**src/tag_regs_pkg.sv**
```systemverilog
// Constants and carrier types for the tag mode, rate and status register group.
// Assumes a byte-wide register port driven by an SPI front end on the same clock.
package tag_regs_pkg;

  // ****************************************************************
  // Register addresses (6-bit)
  // ****************************************************************
  localparam logic [5:0] ADDR_MODE = 6'h01;
  localparam logic [5:0] ADDR_RATE = 6'h02;
  localparam logic [5:0] ADDR_STATE = 6'h04;
  localparam logic [5:0] ADDR_RATS = 6'h05;

  // ****************************************************************
  // Field positions and reset values
  // ****************************************************************
  localparam int MODE_HI = 5;
  localparam int MODE_LO = 4;
  localparam int RX_NO_CRC_BIT = 3;
  localparam int RX_BITSTREAM_BIT = 2;
  localparam int TX_NO_CRC_BIT = 1;
  localparam int TX_BITSTREAM_BIT = 0;
  localparam int CFG_WORD_HI = 12;
  localparam int CFG_WORD_LO = 7;
  localparam logic [7:0] MODE_VALID_MASK = 8'h3F;
  localparam logic [7:0] RATE_RESET = 8'h00;
  localparam logic [7:0] RATS_RESET = 8'h00;
  localparam logic [7:0] SET_DEFAULT_CMD_A = 8'hC2;
  localparam logic [7:0] SET_DEFAULT_CMD_B = 8'hC3;

  // ****************************************************************
  // Enumerations
  // ****************************************************************
  typedef enum logic [1:0] {
    MODE_LEVEL4 = 2'b00,
    MODE_LEVEL3 = 2'b01,
    MODE_FRAMING = 2'b10,
    MODE_TRANSPARENT = 2'b11
  } op_mode_t;

  typedef enum logic [2:0] {
    ST_POWER_OFF = 3'b000,
    ST_IDLE = 3'b001,
    ST_READY = 3'b010,
    ST_ACTIVE = 3'b011,
    ST_LEVEL_FOUR = 3'b100,
    ST_HALT = 3'b101,
    ST_READY_STAR = 3'b110,
    ST_ACTIVE_STAR = 3'b111
  } tag_state_t;

  typedef enum logic [1:0] {
    DIV_128 = 2'b00,
    DIV_64 = 2'b01,
    DIV_32 = 2'b10,
    DIV_16 = 2'b11
  } carrier_div_t;

  // ****************************************************************
  // Carriers
  // ****************************************************************
  typedef struct packed {
    logic rx_no_crc;
    logic rx_bitstream;
    logic tx_no_crc;
    logic tx_bitstream;
  } frame_opts_t;

  typedef struct packed {
    logic enable;
    carrier_div_t div;
  } rate_sel_t;

endpackage

```
**src/rate_decode.sv**
```systemverilog
// Decodes a four-bit rate code to a carrier divider and an enable.
// Assumes the code comes from a register on the same clock.
`timescale 1ns/1ps
module rate_decode (
  // Code in
  input wire logic [3:0] code_i,
  // Decoded rate
  output tag_regs_pkg::rate_sel_t sel_o
);

  // Codes above 3 are unsupported and switch the path off
  wire logic supported = (code_i[3:2] == 2'h0);

  assign sel_o.enable = supported;
  assign sel_o.div = tag_regs_pkg::carrier_div_t'(code_i[1:0]);

endmodule

```
**src/tag_mode_rate_status_regs.sv**
```systemverilog
// Mode, bit-rate, tag state and reader frame/ident registers of the tag interface.
// Assumes a byte register port from the SPI front end, commands decoded upstream,
// and tag state, field flag, PPS and RATS events from framing logic on mclk_i.
`timescale 1ns/1ps

// What this block does
// Mode bits 5:4 pick Level-4, Level-3, framing or transparent mode.
// A protocol mode selected by register forces the tag into Level-4.
// Receive no-CRC skips CRC check and keeps CRC bytes in FIFO.
// Receive bit-stream puts raw bits in FIFO, no parity or CRC check.
// Frame options act in Level-3 and framing; in protocol only FIFO frames.
// Transmit no-CRC stops the appended CRC.
// Transmit bit-stream sends FIFO bits raw, no parity, no CRC.
// Power-up loads the six mode bits from config word bits 12 to 7.
// Rate register holds tx code 7:4, rx code 3:0; resets to zero.
// In Level-4 a PPS command overwrites the rate register.
// Rate codes 0 to 3 map to fc/128, fc/64, fc/32, fc/16.
// An unsupported rate code disables that transmit or receive path.
// State display bit 7 shows field power present.
// State display bits 6:4 show the tag state machine state.
// State display is a live view, not stored.
// Reader_frame_and_id bits 7:4 hold the reader frame size index.
// Reader_frame_and_id bits 3:0 hold the assigned card identifier.
// Reader_frame_and_id clears at power-up and on the default command.
// Reader_frame_and_id is captured only in Level-4 protocol mode.
// Default command C2 or C3 returns the rate and Reader_frame_and_id registers to power-up state; mode keeps its value.
// Reserved bits ignore writes and read as zero.
module tag_mode_rate_status_regs (
  // Clock and reset
  input wire logic mclk_i,
  input wire logic srst_i,
  // Nonvolatile configuration word, valid while config_load_i is high
  input wire logic [15:0] config_word_i,
  input wire logic config_load_i,
  // Direct command strobe from SPI front end
  input wire logic cmd_valid_i,
  input wire logic [7:0] cmd_byte_i,
  // Register port
  input wire logic reg_wr_i,
  input wire logic reg_rd_i,
  input wire logic [5:0] reg_addr_i,
  input wire logic [7:0] reg_wdata_i,
  output logic [7:0] reg_rdata_o,
  output logic reg_hit_o,
  // Live tag state
  input wire logic field_power_present_i,
  input tag_regs_pkg::tag_state_t tag_state_i,
  // PPS negotiated rates
  input wire logic pps_valid_i,
  input wire logic [3:0] pps_tx_code_i,
  input wire logic [3:0] pps_rx_code_i,
  // RATS capture
  input wire logic rats_valid_i,
  input wire logic [3:0] rats_frame_size_i,
  input wire logic [3:0] rats_card_ident_i,
  // Controls to framing engine
  output tag_regs_pkg::op_mode_t op_mode_o,
  output logic force_level_four_o,
  output tag_regs_pkg::frame_opts_t fifo_opts_o,
  output tag_regs_pkg::frame_opts_t direct_opts_o,
  output tag_regs_pkg::rate_sel_t tx_rate_o,
  output tag_regs_pkg::rate_sel_t rx_rate_o,
  output logic set_default_o
);

  // ****************************************************************
  // Decode
  // ****************************************************************
  logic [7:0] mode_ff;
  logic [7:0] nxt_mode;
  logic [7:0] rate_ff;
  logic [7:0] nxt_rate;
  logic [7:0] rats_ff;
  logic [7:0] nxt_rats;
  logic [7:0] rdata_ff;
  logic [7:0] nxt_rdata;

  wire logic set_default = cmd_valid_i &&
    (cmd_byte_i == tag_regs_pkg::SET_DEFAULT_CMD_A ||
     cmd_byte_i == tag_regs_pkg::SET_DEFAULT_CMD_B);
  wire logic init_load = srst_i || set_default;
  wire logic wr_mode = reg_wr_i && (reg_addr_i == tag_regs_pkg::ADDR_MODE);
  wire logic wr_rate = reg_wr_i && (reg_addr_i == tag_regs_pkg::ADDR_RATE);
  wire tag_regs_pkg::op_mode_t cur_mode =
    tag_regs_pkg::op_mode_t'(mode_ff[tag_regs_pkg::MODE_HI:tag_regs_pkg::MODE_LO]);
  wire logic in_level4 = (cur_mode == tag_regs_pkg::MODE_LEVEL4);
  wire logic in_level3 = (cur_mode == tag_regs_pkg::MODE_LEVEL3);
  wire logic in_framing = (cur_mode == tag_regs_pkg::MODE_FRAMING);
  wire logic [7:0] cfg_bits = {2'h0,
    config_word_i[tag_regs_pkg::CFG_WORD_HI:tag_regs_pkg::CFG_WORD_LO]};
  wire logic [7:0] state_view = {field_power_present_i, tag_state_i, 4'h0};

  wire tag_regs_pkg::frame_opts_t reg_opts = '{
    rx_no_crc: mode_ff[tag_regs_pkg::RX_NO_CRC_BIT],
    rx_bitstream: mode_ff[tag_regs_pkg::RX_BITSTREAM_BIT],
    tx_no_crc: mode_ff[tag_regs_pkg::TX_NO_CRC_BIT],
    tx_bitstream: mode_ff[tag_regs_pkg::TX_BITSTREAM_BIT]
  };

  // ****************************************************************
  // Next values
  // ****************************************************************
  always_comb begin
    nxt_mode = mode_ff;
    if (config_load_i) begin
      nxt_mode = cfg_bits;
    end else if (wr_mode) begin
      nxt_mode = reg_wdata_i & tag_regs_pkg::MODE_VALID_MASK;
    end
  end

  always_comb begin
    nxt_rate = rate_ff;
    if (init_load) begin
      nxt_rate = tag_regs_pkg::RATE_RESET;
    end else if (pps_valid_i && in_level4) begin
      nxt_rate = {pps_tx_code_i, pps_rx_code_i};
    end else if (wr_rate) begin
      nxt_rate = reg_wdata_i;
    end
  end

  always_comb begin
    nxt_rats = rats_ff;
    if (init_load) begin
      nxt_rats = tag_regs_pkg::RATS_RESET;
    end else if (rats_valid_i && in_level4) begin
      nxt_rats = {rats_frame_size_i, rats_card_ident_i};
    end
  end

  always_comb begin
    nxt_rdata = 8'h00;
    case (reg_addr_i)
      tag_regs_pkg::ADDR_MODE: nxt_rdata = mode_ff & tag_regs_pkg::MODE_VALID_MASK;
      tag_regs_pkg::ADDR_RATE: nxt_rdata = rate_ff;
      tag_regs_pkg::ADDR_STATE: nxt_rdata = state_view;
      tag_regs_pkg::ADDR_RATS: nxt_rdata = rats_ff;
      default: nxt_rdata = 8'h00;
    endcase
  end

  // ****************************************************************
  // Registers
  // ****************************************************************
  // Reset clears mode unless the config word loads in the same cycle
  always_ff @(posedge mclk_i) begin
    if (srst_i && !config_load_i) begin
      mode_ff <= 8'h00;
    end else begin
      mode_ff <= nxt_mode;
    end
  end

  always_ff @(posedge mclk_i) begin
    rate_ff <= nxt_rate;
    rats_ff <= nxt_rats;
  end

  always_ff @(posedge mclk_i) begin
    if (srst_i) begin
      rdata_ff <= 8'h00;
    end else if (reg_rd_i) begin
      rdata_ff <= nxt_rdata;
    end
  end

  // ****************************************************************
  // Outputs
  // ****************************************************************
  rate_decode u_tx_rate (
    .code_i(rate_ff[7:4]),
    .sel_o(tx_rate_o)
  );

  rate_decode u_rx_rate (
    .code_i(rate_ff[3:0]),
    .sel_o(rx_rate_o)
  );

  assign op_mode_o = cur_mode;
  assign force_level_four_o = in_level4;
  assign fifo_opts_o = (in_level4 || in_level3 || in_framing) ? reg_opts : '0;
  assign direct_opts_o = (in_level3 || in_framing) ? reg_opts : '0;
  assign reg_rdata_o = rdata_ff;
  assign reg_hit_o = (reg_addr_i == tag_regs_pkg::ADDR_MODE) ||
    (reg_addr_i == tag_regs_pkg::ADDR_RATE) ||
    (reg_addr_i == tag_regs_pkg::ADDR_STATE) ||
    (reg_addr_i == tag_regs_pkg::ADDR_RATS);
  assign set_default_o = set_default;
endmodule

```
**config.mk**
```make
export PLATFORM = sky130hd
export DESIGN_NAME = tag_mode_rate_status_regs
export DESIGN_NICKNAME = d
export VERILOG_FILES = /design/src/tag_regs_pkg.sv /design/src/rate_decode.sv /design/src/tag_mode_rate_status_regs.sv
export SDC_FILE = /design/constraint.sdc
export NUM_CORES = 1
export LEC_CHECK = 0
export BUFFER_PORTS_ARGS = -buffer_cell sky130_fd_sc_hd__buf_2
export CORE_MARGIN = 10
export CORE_UTILIZATION = 25
export DETAILED_ROUTE_END_ITERATION = 8
export PLACE_DENSITY = 0.56
export RECOVER_POWER = 25
export SLEW_MARGIN = 20
export SYNTH_ARGS = -nofsm -noshare
export SYNTH_HDL_FRONTEND = slang
export SYNTH_HIERARCHICAL = 1
export SYNTH_SLANG_ARGS = --single-unit
```
**constraint.sdc**
```tcl
create_clock -name mclk_i -period 2 [get_ports mclk_i]
set_input_delay 0.2 -clock mclk_i [delete_from_list [all_inputs] [get_ports mclk_i]]
set_output_delay 0.2 -clock mclk_i [all_outputs]
set_load 0.1 [all_outputs]
```
==> reports/results.txt <==
total inserted antenna cells = 0
Crit. End Element = output pin
Final min period = 1860 ps
Skew-Pair Late Insertion Delay = 280 ps
asr flop ratio synth = 0
Max H-tree Level = 2
Max VDD drop = 0.0002733 V
Cell variety after synth = 35
Largest stage delay, worst path = 420 ps
Seq/Total Area, Yosys = 0.3733
Max clock buf depth = 2
Hold WC Path Type = in2reg
hold path cells = 3
Net Count, Synth = 246
cts bufs inserted = 5
Clock Root Buffer = clkbuf_8
detailed-placement wirelength estimate = 4511 um
reg2reg path depth = 6
Placement Setup Slack = 261.1 ps
fin crit share = 0.9300
core area = 6314 um2
Initial Util = 0.2549
Fmax achieved = 0.5377 GHz
mean number of vias per cell = 4.643
Arr. time, crit path = 1660 ps
via count = 1,546
endpoints failing setup = 0
Hold Buf Count CTS = 0
CTS tree = built
postcts setup bufs = 0
Routed WL per cell = 16.30 um
Die X = 100.2 um
Initial DRC Count = 76
critical path cell sequence = inv_1, ha_2, and2_1, buf_2
Max-cap violations = 0
grt total ovfl = 0
Top Ports = 93
die area = 10,050 um2
Setup Skew = 3.553 ps
CP required = 1800 ps
Final GP Congestion = 0.7831
RSZ-0062 raised after global routing = false
Synth Instances = 178
layout cells sized above 1 = 0.4180
worst-margin pin slew = 503.8 ps
number of nets in the layout = 323
GRT Util Overall = 0.1067
CP max stage cell = dfxtp_1
routed wire length = 5428 um
Rel. slew slack = 0.6629
die height = 100.2 um
power density cells = 792.3 nW/um2
Post-synth EDFFs = 0
synthesized area per cell = 9.040 um2
Placed Area = 2085 um2
clock sink count = 30
drt drc = 0
pin count of the biggest net entering global routing = 17
DR pass1 iterations = 4
final instance area = 2190 um2
setup ws final = 140.1 ps
ys flop type = dfxtp_1
num rows = 29
Hold WS = 115.6 ps
CP Class = reg2out
Worst-path clk slew = 60 ps
Yosys Warn Count = 6
#FFs+latches synth = 30
area grow syn2layout = 36.08%
leakage power total = 1.059 nW
Worst setup SP type = register
post-CTS sizing = 0
outcome = finished, final reports clean
port bufs = 81
commonest non-fill, non-tap cell in the layout = buf_2
Slew Limit Fails = 0
Routed Antenna Nets = 0
most frequent cells in the layout = buf_2 (79), dfxtp_1 (30), nand2_1 (19), mux2i_1 (18), a22o_1 (16)
vias in the first global route = 1,681
synthesized area = 1609 um2
first-pass GRT wire length = 8487 um
final hold vios = 0
Crit Path Max Fanout = 5
initial antenna violation count = 1
[final timing paths]
path                 endpoint  slack, ps              from
max          direct_opts_o[0]        140        mode_ff[5]
min                mode_ff[1]        120  config_word_i[8]
max reg2reg        rate_ff[6]        480        mode_ff[5]
min reg2reg        rats_ff[2]        460        rats_ff[2]
[final cells by class]
cell class	instances	area [um2]
multi-input combinational	130	922.1
clock buffer	8	110.1
tap	77	96.34
inverter	2	7.507
sequential	30	600.6
fill	690	4124
timing repair buffer	86	452.9
[stage by stage]
step | setup TNS, ps | instances | total power, W | util
floorplan | -3091 | 178 | 0.001068 | -
global placement | 0 | 325 | 0.001176 | 0.3302
detailed placement | 0 | 325 | 0.001178 | 0.3302
CTS | 0 | 333 | 0.001751 | 0.3476
global route | 0 | 333 | 0.001806 | 0.3468
finish | 0 | 333 | 0.001735 | 0.3468
[cells by family (layout without fill, tap and decap cells)]
family	after synthesis	count (layout)	share of synthesized area
muxes	18	18	0.1120
adders and majority gates	2	2	0.01555
and+or+nand+nor	63	63	0.2076
DFF	30	30	0.3733
AOI/OAI and AO/OA	47	47	0.2185
buffers and inverters	18	96	0.07309
[flip-flops by register name, summed over array words and instances (netlist names)]
signal,count
mode_ff,6
rats_ff,8
rate_ff,8
reg_rdata_o,8
[report_power, final]
part	switching, W	internal (W)
clock network	0.000226	0.000347
registers	0.0000304	0.000631
logic	0.000365	0.000135
total	0.000622	0.00111
[Yosys cell counts, types with 2 or more instances]
master    number  share of area
mux2i_1       18           0.11
inv_1          2         0.0047
clkbuf_1       3         0.0070
nand3_1        8          0.025
or2_2          2         0.0078
o21ai_0        8          0.025
and2_1         4          0.016
a211oi_1       6          0.028
a22oi_1        2         0.0093
nand2b_1       2         0.0078
buf_6          2          0.014
nor2b_1        6          0.023
dfxtp_1       30           0.37
o22ai_1        2         0.0078
nor2_1        11          0.026
ha_1           2          0.016
a22o_1        16          0.087
nand2_1       19          0.044
a21oi_1        8          0.025
nand3b_1       2         0.0093
buf_4          9          0.042
a211oi_2       2          0.016
and3b_1        2          0.011
[worst max-delay path, delay by kind of cell, from the launching register on]
family | cells | cell delay, ps
buffers and inverters | 2 | 490
flip-flops | 1 | 420
adder cells (fa/ha/maj) | 1 | 340
AND/OR/NAND/NOR | 1 | 120
[layer usage]
metal	share of wire	track usage
met1	0.41	0.1144
met2	0.50	0.1855
met3	0.075	0.04739
met4	0.010	0.02935
met5	0.0033	0
Note: power is estimated with default switching activity, not from simulation.
